$ cat src/verilog/stl_defs.svh
// constants for the torque limit selection block
`ifndef STL_DEFS_SVH
`define STL_DEFS_SVH

// limit parameters, 1 % of rated torque per step
`define STL_LIMIT_MAX       10'h320
`define STL_INT_LIMIT_RST   10'h320
`define STL_EXT_LIMIT_RST   10'h064

// analog reference gain, 0.1 V per step
`define STL_GAIN_MIN        7'h0A
`define STL_GAIN_MAX        7'h64
`define STL_GAIN_RST        7'h1E

// filter time constant, 0.01 ms per step
`define STL_TC_RST          16'h0000
`define STL_TC_UNIT_NS      10000
`define STL_CLK_PERIOD_NS   20
`define STL_TICK_CYCLES     ((`STL_TC_UNIT_NS + `STL_CLK_PERIOD_NS - 1) / `STL_CLK_PERIOD_NS)
`define STL_FRAC_BITS       16

// function select digit
`define STL_FSEL_RST        4'h0
`define STL_FSEL_ANALOG     4'h1

// input allocation: terminal index per signal, unused index means not allocated
`define STL_ALLOC_RST       8'h65
`define STL_ALLOC_FWD_LSB   0
`define STL_ALLOC_REV_LSB   4
`define STL_ALLOC_FLD_W     4

`endif

$ cat src/verilog/stl_pkg.sv
// types for the torque limit selection block
package stl_pkg;

   typedef enum logic [1:0] {
      STL_MODE_SPEED,
      STL_MODE_POSITION,
      STL_MODE_TORQUE
   } stl_ctrl_mode_t;

   typedef enum logic [2:0] {
      STL_P_INT_FWD,
      STL_P_INT_REV,
      STL_P_EXT_FWD,
      STL_P_EXT_REV,
      STL_P_GAIN,
      STL_P_FILTER_TC,
      STL_P_FUNC_SEL,
      STL_P_ALLOC
   } stl_param_t;

   typedef enum {
      STL_S_IDLE,
      STL_S_FILT,
      STL_S_LIMIT
   } stl_state_t;

endpackage

$ cat src/verilog/stl_torque_limit.sv
// torque limit selection: parameter store, analog limit path, saturation
`timescale 1ns/1ps
`include "stl_defs.svh"
module stl_torque_limit
   import stl_pkg::*;
#(
   parameter int NUM_TERMS   = 8,
   parameter int TICK_CYCLES = `STL_TICK_CYCLES
) (
   input  wire logic                 clk,
   input  wire logic                 resetn,
   input  wire logic                 param_wr,
   input  stl_param_t                param_sel,
   input  wire logic [15:0]          param_wdata,
   output logic                      param_err,
   input  wire logic                 restart_req,
   input  stl_ctrl_mode_t            ctrl_mode,
   input  wire logic [9:0]           motor_max_torque,
   input  wire logic [NUM_TERMS-1:0] term_in,
   input  wire logic signed [15:0]   analog_ref_mv,
   input  wire logic signed [15:0]   torque_cmd_in,
   output logic signed [15:0]        torque_cmd_out,
   output logic [9:0]                fwd_limit,
   output logic [9:0]                rev_limit,
   output logic [9:0]                analog_limit,
   output logic                      analog_mode_active,
   output logic                      ctrl_tick
);
   localparam int DW = 34;
   localparam int FB = `STL_FRAC_BITS;
   localparam int TW = $clog2(TICK_CYCLES + 1);

   generate
      if (NUM_TERMS < 1 || NUM_TERMS > 16) begin : g_bad_terms
         $error("stl_torque_limit: NUM_TERMS must be 1 to 16");
      end
      if (TICK_CYCLES < 2 * DW + 8) begin : g_bad_tick
         $error("stl_torque_limit: TICK_CYCLES too short for two divisions");
      end
   endgenerate

   // parameter store
   logic [9:0]  internal_fwd_limit_q;
   logic [9:0]  internal_rev_limit_q;
   logic [9:0]  external_fwd_limit_q;
   logic [9:0]  external_rev_limit_q;
   logic [6:0]  analog_ref_gain_q;
   logic [15:0] analog_ref_filter_tc_q;
   logic [3:0]  function_select_app_q;
   logic [7:0]  input_allocation_cfg_q;

   // write range checks; a refused write leaves the parameter untouched
   wire limit_ok = (param_wdata <= 16'(`STL_LIMIT_MAX));
   wire gain_ok  = (param_wdata >= 16'(`STL_GAIN_MIN)) &&
                   (param_wdata <= 16'(`STL_GAIN_MAX));
   wire fsel_ok  = (param_wdata <= 16'h000F);
   wire alloc_ok = (param_wdata <= 16'h00FF);

   logic wr_ok;
   always_comb begin
      case (param_sel)
         STL_P_INT_FWD,
         STL_P_INT_REV,
         STL_P_EXT_FWD,
         STL_P_EXT_REV:   wr_ok = limit_ok;
         STL_P_GAIN:      wr_ok = gain_ok;
         STL_P_FILTER_TC: wr_ok = 1'b1;
         STL_P_FUNC_SEL:  wr_ok = fsel_ok;
         STL_P_ALLOC:     wr_ok = alloc_ok;
         default:         wr_ok = 1'b0;
      endcase
   end

   wire do_wr = param_wr && wr_ok;

   always_ff @(posedge clk or negedge resetn) begin
      if (!resetn) begin
         internal_fwd_limit_q <= `STL_INT_LIMIT_RST;
         internal_rev_limit_q <= `STL_INT_LIMIT_RST;
         external_fwd_limit_q <= `STL_EXT_LIMIT_RST;
         external_rev_limit_q <= `STL_EXT_LIMIT_RST;
      end else if (do_wr) begin
         case (param_sel)
            STL_P_INT_FWD: internal_fwd_limit_q <= param_wdata[9:0];
            STL_P_INT_REV: internal_rev_limit_q <= param_wdata[9:0];
            STL_P_EXT_FWD: external_fwd_limit_q <= param_wdata[9:0];
            STL_P_EXT_REV: external_rev_limit_q <= param_wdata[9:0];
            default: ;
         endcase
      end
   end

   always_ff @(posedge clk or negedge resetn) begin
      if (!resetn) begin
         analog_ref_gain_q      <= `STL_GAIN_RST;
         analog_ref_filter_tc_q <= `STL_TC_RST;
         function_select_app_q  <= `STL_FSEL_RST;
         input_allocation_cfg_q <= `STL_ALLOC_RST;
      end else if (do_wr) begin
         case (param_sel)
            STL_P_GAIN:      analog_ref_gain_q      <= param_wdata[6:0];
            STL_P_FILTER_TC: analog_ref_filter_tc_q <= param_wdata;
            STL_P_FUNC_SEL:  function_select_app_q  <= param_wdata[3:0];
            STL_P_ALLOC:     input_allocation_cfg_q <= param_wdata[7:0];
            default: ;
         endcase
      end
   end

   always_ff @(posedge clk or negedge resetn) begin
      if (!resetn) begin
         param_err <= 1'b0;
      end else begin
         // one pulse per refused write, so back-to-back refusals stay countable
         param_err <= param_wr && !wr_ok;
      end
   end

   // analog mode only changes at a restart, never on the write itself
   always_ff @(posedge clk or negedge resetn) begin
      if (!resetn) begin
         analog_mode_active <= 1'b0;
      end else if (restart_req) begin
         analog_mode_active <= (function_select_app_q == `STL_FSEL_ANALOG);
      end
   end

   // input allocation: an index past the last terminal reads as open
   wire [15:0] term_pad = 16'(term_in);
   wire [3:0]  fwd_idx  = input_allocation_cfg_q[`STL_ALLOC_FWD_LSB +: `STL_ALLOC_FLD_W];
   wire [3:0]  rev_idx  = input_allocation_cfg_q[`STL_ALLOC_REV_LSB +: `STL_ALLOC_FLD_W];
   wire        fwd_ext_limit_in = term_pad[fwd_idx];
   wire        rev_ext_limit_in = term_pad[rev_idx];

   // control cycle tick
   // the tick is also the filter step, so the time constant scales with TICK_CYCLES
   logic [TW-1:0] tick_cnt_q;
   wire           tick_wrap = (tick_cnt_q == TW'(TICK_CYCLES - 1));

   always_ff @(posedge clk or negedge resetn) begin
      if (!resetn) begin
         tick_cnt_q <= '0;
         ctrl_tick  <= 1'b0;
      end else begin
         tick_cnt_q <= tick_wrap ? '0 : tick_cnt_q + TW'(1);
         ctrl_tick  <= tick_wrap;
      end
   end

   // analog path: filter, then magnitude over gain, one shared divider
   stl_state_t state_q;
   logic signed [31:0] filt_q;
   logic signed [15:0] sample_q;

   logic          div_start;
   logic          div_done;
   logic [DW-1:0] div_num;
   logic [DW-1:0] div_den;
   logic [DW-1:0] div_quot;

   // the divider loads on the tick edge itself, when sample_q still holds the last tick's value
   wire signed [15:0] x_now     = (state_q == STL_S_IDLE) ? analog_ref_mv : sample_q;
   // fractional state keeps the filter from stalling short of the input
   wire signed [32:0] filt_diff = {x_now[15], x_now, {FB{1'b0}}} - {filt_q[31], filt_q};
   wire               diff_neg  = filt_diff[32];
   wire [32:0]        diff_mag  = diff_neg ? 33'(-filt_diff) : filt_diff;
   wire [16:0]        tc_den    = {1'b0, analog_ref_filter_tc_q} + 17'h0_0001;
   // time constant zero divides by one, so the output follows the input at once
   wire signed [31:0] filt_new  = diff_neg ? filt_q - div_quot[31:0] : filt_q + div_quot[31:0];

   wire signed [15:0] filt_int  = filt_new[31:FB];
   wire [16:0]        filt_mag  = filt_int[15] ? 17'(-{filt_int[15], filt_int}) : 17'(filt_int);

   wire [DW-1:0] filt_num  = DW'(diff_mag);
   wire [DW-1:0] filt_dnm  = DW'(tc_den);
   wire [DW-1:0] lim_num   = DW'(filt_mag);
   wire [DW-1:0] lim_dnm   = DW'(analog_ref_gain_q);
   // mV over gain in 0.1 V steps gives percent of rated torque
   wire [9:0]    lim_sat   = (div_quot > DW'(`STL_LIMIT_MAX)) ? `STL_LIMIT_MAX : div_quot[9:0];

   assign div_start = ((state_q == STL_S_IDLE) && ctrl_tick) ||
                      ((state_q == STL_S_FILT) && div_done);
   assign div_num   = (state_q == STL_S_FILT) ? lim_num : filt_num;
   assign div_den   = (state_q == STL_S_FILT) ? lim_dnm : filt_dnm;

   // one divider for both steps: the tick period must cover two full divisions
   stl_divider #(
      .W (DW)
   ) u_div (
      .clk    (clk),
      .resetn (resetn),
      .start  (div_start),
      .num    (div_num),
      .den    (div_den),
      .done   (div_done),
      .quot   (div_quot)
   );

   always_ff @(posedge clk or negedge resetn) begin
      if (!resetn) begin
         sample_q <= '0;
      end else if (ctrl_tick && state_q == STL_S_IDLE) begin
         sample_q <= analog_ref_mv;
      end
   end

   always_ff @(posedge clk or negedge resetn) begin
      if (!resetn) begin
         state_q      <= STL_S_IDLE;
         filt_q       <= '0;
         analog_limit <= '0;
      end else begin
         case (state_q)
            STL_S_IDLE: begin
               if (ctrl_tick) begin
                  state_q <= STL_S_FILT;
               end
            end
            STL_S_FILT: begin
               if (div_done) begin
                  filt_q  <= filt_new;
                  state_q <= STL_S_LIMIT;
               end
            end
            STL_S_LIMIT: begin
               if (div_done) begin
                  analog_limit <= lim_sat;
                  state_q      <= STL_S_IDLE;
               end
            end
            default: state_q <= STL_S_IDLE;
         endcase
      end
   end

   // torque control has its reference on the same input, so no analog limit there
   wire analog_on = analog_mode_active && (ctrl_mode == STL_MODE_SPEED);

   // one magnitude serves both directions
   stl_dir_limit #(
      .LW (10)
   ) u_fwd (
      .clk          (clk),
      .resetn       (resetn),
      .internal_lim (internal_fwd_limit_q),
      .external_lim (external_fwd_limit_q),
      .ext_on       (fwd_ext_limit_in),
      .analog_lim   (analog_limit),
      .analog_on    (analog_on),
      .motor_max    (motor_max_torque),
      .lim_q        (fwd_limit)
   );

   stl_dir_limit #(
      .LW (10)
   ) u_rev (
      .clk          (clk),
      .resetn       (resetn),
      .internal_lim (internal_rev_limit_q),
      .external_lim (external_rev_limit_q),
      .ext_on       (rev_ext_limit_in),
      .analog_lim   (analog_limit),
      .analog_on    (analog_on),
      .motor_max    (motor_max_torque),
      .lim_q        (rev_limit)
   );

   // saturation, once per control cycle
   // a limit change between ticks reaches the output only at the next tick
   wire signed [16:0] cmd_ext = {torque_cmd_in[15], torque_cmd_in};
   wire signed [16:0] pos_lim = $signed({7'h00, fwd_limit});
   wire signed [16:0] neg_lim = -$signed({7'h00, rev_limit});
   wire signed [16:0] cmd_sat = (cmd_ext > pos_lim) ? pos_lim :
                                (cmd_ext < neg_lim) ? neg_lim : cmd_ext;

   always_ff @(posedge clk or negedge resetn) begin
      if (!resetn) begin
         torque_cmd_out <= '0;
      end else if (ctrl_tick) begin
         torque_cmd_out <= cmd_sat[15:0];
      end
   end

endmodule // stl_torque_limit

$ cat src/verilog/stl_divider.sv
// serial restoring divider, one quotient bit per clock
`timescale 1ns/1ps
`include "stl_defs.svh"
module stl_divider #(
   parameter int W = 34
) (
   input  wire logic         clk,
   input  wire logic         resetn,
   input  wire logic         start,
   input  wire logic [W-1:0] num,
   input  wire logic [W-1:0] den,
   output logic              done,
   output logic [W-1:0]      quot
);
   localparam int CW = $clog2(W + 1);

   generate
      if (W < 2) begin : g_bad_w
         $error("stl_divider: W must be at least 2");
      end
   endgenerate

   logic [W:0]    rem_q;
   logic [W-1:0]  den_q;
   logic [CW-1:0] cnt_q;
   logic          busy_q;

   wire  [W:0]    shifted = {rem_q[W-1:0], quot[W-1]};
   wire  [W:0]    trial   = shifted - {1'b0, den_q};
   wire           fits    = ~trial[W];
   wire           last    = busy_q && (cnt_q == CW'(1));

   always_ff @(posedge clk or negedge resetn) begin
      if (!resetn) begin
         rem_q  <= '0;
         den_q  <= '0;
         quot   <= '0;
         cnt_q  <= '0;
         busy_q <= 1'b0;
         done   <= 1'b0;
      end else if (start) begin
         rem_q  <= '0;
         den_q  <= den;
         quot   <= num;
         cnt_q  <= CW'(W);
         busy_q <= 1'b1;
         done   <= 1'b0;
      end else begin
         done <= last;
         if (busy_q) begin
            rem_q  <= fits ? trial : shifted;
            quot   <= {quot[W-2:0], fits};
            cnt_q  <= cnt_q - CW'(1);
            busy_q <= ~last;
         end
      end
   end
endmodule // stl_divider

$ cat src/verilog/stl_dir_limit.sv
// effective torque limit for one direction
`timescale 1ns/1ps
`include "stl_defs.svh"
module stl_dir_limit #(
   parameter int LW = 10
) (
   input  wire logic          clk,
   input  wire logic          resetn,
   input  wire logic [LW-1:0] internal_lim,
   input  wire logic [LW-1:0] external_lim,
   input  wire logic          ext_on,
   input  wire logic [LW-1:0] analog_lim,
   input  wire logic          analog_on,
   input  wire logic [LW-1:0] motor_max,
   output logic [LW-1:0]      lim_q
);
   generate
      if (LW < 10) begin : g_bad_lw
         $error("stl_dir_limit: LW too narrow for 800 percent");
      end
   endgenerate

   wire [LW-1:0] with_ext = (ext_on && external_lim < internal_lim) ? external_lim : internal_lim;
   wire [LW-1:0] with_ana = (analog_on && analog_lim < with_ext) ? analog_lim : with_ext;
   // a setting above what the motor can deliver falls back to the motor maximum
   wire [LW-1:0] lim_d    = (with_ana > motor_max) ? motor_max : with_ana;

   always_ff @(posedge clk or negedge resetn) begin
      if (!resetn) begin
         lim_q <= `STL_INT_LIMIT_RST;
      end else begin
         lim_q <= lim_d;
      end
   end
endmodule // stl_dir_limit

$ cat config.mk
export PLATFORM = sky130hd
export DESIGN_NAME = stl_torque_limit
export DESIGN_NICKNAME = d
export VERILOG_FILES = /design/src/verilog/stl_pkg.sv /design/src/verilog/stl_torque_limit.sv /design/src/verilog/stl_divider.sv /design/src/verilog/stl_dir_limit.sv
export VERILOG_INCLUDE_DIRS = /design/src /design/src/verilog
export SDC_FILE = /design/constraint.sdc
export NUM_CORES = 1
export LEC_CHECK = 0
export ABC_CLOCK_PERIOD_IN_PS = 9600
export BUFFER_PORTS_ARGS = -buffer_cell sky130_fd_sc_hd__buf_4
export CORE_ASPECT_RATIO = 1.4
export CORE_MARGIN = 4
export CORE_UTILIZATION = 45
export CTS_BUF_LIST = sky130_fd_sc_hd__clkbuf_2 sky130_fd_sc_hd__clkbuf_4 sky130_fd_sc_hd__clkbuf_8
export CTS_CLUSTER_DIAMETER = 50
export DETAILED_ROUTE_END_ITERATION = 7
export SKIP_CTS_REPAIR_TIMING = 1
export SYNTH_ARGS = -nofsm -noshare
export SYNTH_HDL_FRONTEND = slang
export SYNTH_SLANG_ARGS = --single-unit
$ cat constraint.sdc
create_clock -name clk -period 9.6 [get_ports clk]
set_input_delay 1.92 -clock clk [delete_from_list [all_inputs] [get_ports clk]]
set_output_delay 1.92 -clock clk [all_outputs]
set_load 0.005 [all_outputs]
==> run_results.csv <==
group,metric,value,unit
finish,final_common_cell,"dfrtp_1",
synthesis,synth_seq_area_share,33.6,%
clock_network,path_clk_slew,60,ps
place,dp_hpwl,45700,um
finish,nNetsFinal,2653,
worst_setup_path,cp_data_required_time,10180,ps
power_and_ir_drop,leakage,10.4,nW
finish,final_core_util,52.0,%
timing,rsz0062_at_grt,"false",
timing,fin_tns_setup,0,ps
drt,routedWlPerCell,19.7,um
global_routing,grt_max_degree,96,
clock_network,cts_sinks,276,
synthesis,ys.flop_type,"dfrtp_1",
synthesis,async_reset_ff_share,100,%
global_routing,grt_pass1_wl,96500,um
global_routing,antenna_found_initial,1,
timing,final.min_clock_period,7600,ps
drt,vias,17900,
timing,slew_headroom,20.3,%
clock_network,cts_tree,"built",
synthesis,syn_area,0.0207,sq mm
finish,layout_common_cells,"dfrtp_1 (249), nand2_1 (212), ha_1 (154)",
global_routing,gr-total-overflow,0,
timing,drv_slew,0,
worst_setup_path,worstPathMaxFanout,15,
clock_network,clockBufferDepth,3,
clock_network,clk_latency,670,ps
place,pre_cts_ws,1420,ps
place,io_buffers,123,
synthesis,syn_area_per_cell,8.88,sq um
finish,area_growth,13.7,%
finish,layout-drive-gt1-share,17.7,%
power_and_ir_drop,power_density,165,mW/mm^2
global_routing,grt_usage,24.0,%
synthesis,syn_inst,2328,
floorplanning,core.rowCount,92,
drt,routed_wl,60600,um
worst_setup_path,crit_type,"in -> reg",
synthesis,synth_area_leaders,"dfrtp_1 (30%), ha_1 (9.3%), mux2_2 (7.0%)",
synthesis,synth_seq_cells,276,
drt,ant_nets,0,
worst_setup_path,r2r_slack,2060,ps
drt,drt-initial-drc-count,935,
floorplanning,die_x,189,um
global_routing,grt_pass1_vias,18200,
timing,worst_slew_pin_slew,1180,ps
drt,firstDrtPassIters,5,
floorplanning,dieArea,0.0495,sq mm
clock_network,root_buffer,"clkbuf_8",
worst_setup_path,start_kind,"primary input",
drt,drc_errors,0,
power_and_ir_drop,finalPower,3.88,mW
timing,hold_viol,0,
outcome,status,"complete, no violations",
floorplanning,core-area,0.0452,sq mm
place,place_congestion,0.974,
timing,setup_viol,0,
synthesis,synth_edf_count,0,
clock_network,cts_buffers,52,
floorplanning,initial_core_util,45.7,%
floorplanning,die_height,262,um
drt,via_per_inst,5.81,
synthesis,yosys.area.top_type_share,30.3,%
worst_setup_path,end_kind,"flip-flop",
timing,fmax,132,MHz
synthesis,syn_nets,2559,
timing,skew,61.7,ps
hold_path,hp-class,"reg -> reg",
synthesis,synth.distinct_cells,80,
flow_run,cap_violations,0,
clock_network,cts-htree-levels,2,
power_and_ir_drop,ir_worst_vdd,0.0987,mV
synthesis,synth_warnings,0,
floorplanning,io_pins,124,
timing,fin_crit_sh,79.2,%
synthesis,yosys.area.top_type,"dfrtp_1",
timing,layout_setup_ws,2000,ps
worst_setup_path,worstPathArrival,8180,ps
## cell families (layout without fill, tap and decap cells)
family,count (synthesis),in the layout,share of synthesized area (%)
and+or+nand+nor,701,701,16.8
AOI/OAI and AO/OA,586,586,18.0
DFF,276,276,33.6
buffers and inverters,250,388,4.72
muxes,197,197,10.6
xor gates and xnor gates,162,162,6.86
adders and majority gates,156,156,9.52
other,0,1,0
## flip-flops by register name (all words and copies together), names as in the netlist, 4 cells and up
register,cells
analog_limit,10
analog_ref_filter_tc_q,16
analog_ref_gain_q,7
external_fwd_limit_q,10
external_rev_limit_q,10
filt_q,32
function_select_app_q,4
input_allocation_cfg_q,8
internal_fwd_limit_q,10
internal_rev_limit_q,10
sample_q,16
tick_cnt_q,9
torque_cmd_out,16
u_div.cnt_q,6
u_div.den_q,17
u_div.quot,34
u_div.rem_q,34
u_fwd.lim_q,10
u_rev.lim_q,10
## worst paths after layout
path	startpoint	end	depth (start not counted)
max	analog_ref_mv[1]	u_div.quot[5]	22
min	sample_q[12]	sample_q[12]	2
max reg2reg	state_q[1]	u_div.quot[5]	22
min reg2reg	sample_q[12]	sample_q[12]	2
max in group asynchronous	resetn	external_rev_limit_q[3]	2
min in group asynchronous	resetn	torque_cmd_out[15]	1
## report_power, final
group | switching (mW) | total [mW] | internal, mW
sequential | 0.0916 | 1.36 | 1.26
combinational | 0.576 | 1.05 | 0.478
clock | 0.571 | 1.46 | 0.893
total | 1.24 | 3.88 | 2.64
## worst max-delay path: stages
cell and delay (ps):
buf_4 110, mux2_2 260, ha_1 360, and3_1 210
and3_1 180, a211oi_2 420, a31o_2 330, o31a_1 600
buf_4 280, a21oi_1 60, xnor2_1 190, ha_1 470
nand4_1 150, a21oi_1 150, o211ai_1 100, a21oi_1 400
a21bo_2 260, a21oi_1 80, or4_1 690, and2_1 350
or3_1 400, a31oi_1 190
## cells in the mapped netlist, types with 8 or more instances
master      n
a21o_1     32
ha_1      154
o21bai_1    8
o21a_1     24
dfrtp_1   250
nand3_1    53
nand2_1   214
dfstp_2    26
nor3_1     76
nor2b_1    20
a21oi_1   152
mux2_2    128
inv_1     140
and2_1     13
a31oi_1    14
nor4_1     27
o31ai_1    21
nand4_1    35
or3_1      24
xnor2_1    85
clkbuf_1   95
o21ai_0   144
or2_2      12
xor2_1     77
a211oi_1   27
mux2i_1    65
o22ai_1    38
or4_1      11
nor2_1    137
nor3b_1    11
o221ai_1   13
and3_1     10
nand2b_1   30
o211ai_1   21
a311oi_1    9
## through the flow
stage / instance area [sq um] / cells / hold WS (ps)
floorplan: 20700 / 2328 / 442
global placement: 22200 / 2979 / 454
detailed placement: 22200 / 2979 / 459
CTS: 23500 / 3077 / 473
global route: 23500 / 3078 / 500
finish: 23500 / 3078 / 469
## per-layer routing
metal  up-vias  part of all wire [%]  GRT usage [%]
li1       8642                     -              -
met1      8644                    40           27.7
met2       434                    52           44.3
met3       149                   4.1           3.59
met4         0                   4.3           9.98
met5         -                     0              0
## final cells by class
class | count | area (sq um)
tap | 611 | 764
clock buffer | 68 | 898
clock inverter | 30 | 439
multi-input combinational | 1802 | 12800
timing repair buffer | 149 | 1130
antenna | 1 | 2.50
fill | 4311 | 21700
inverter | 141 | 529
sequential | 276 | 6940
(Power assumes the default switching activity.)
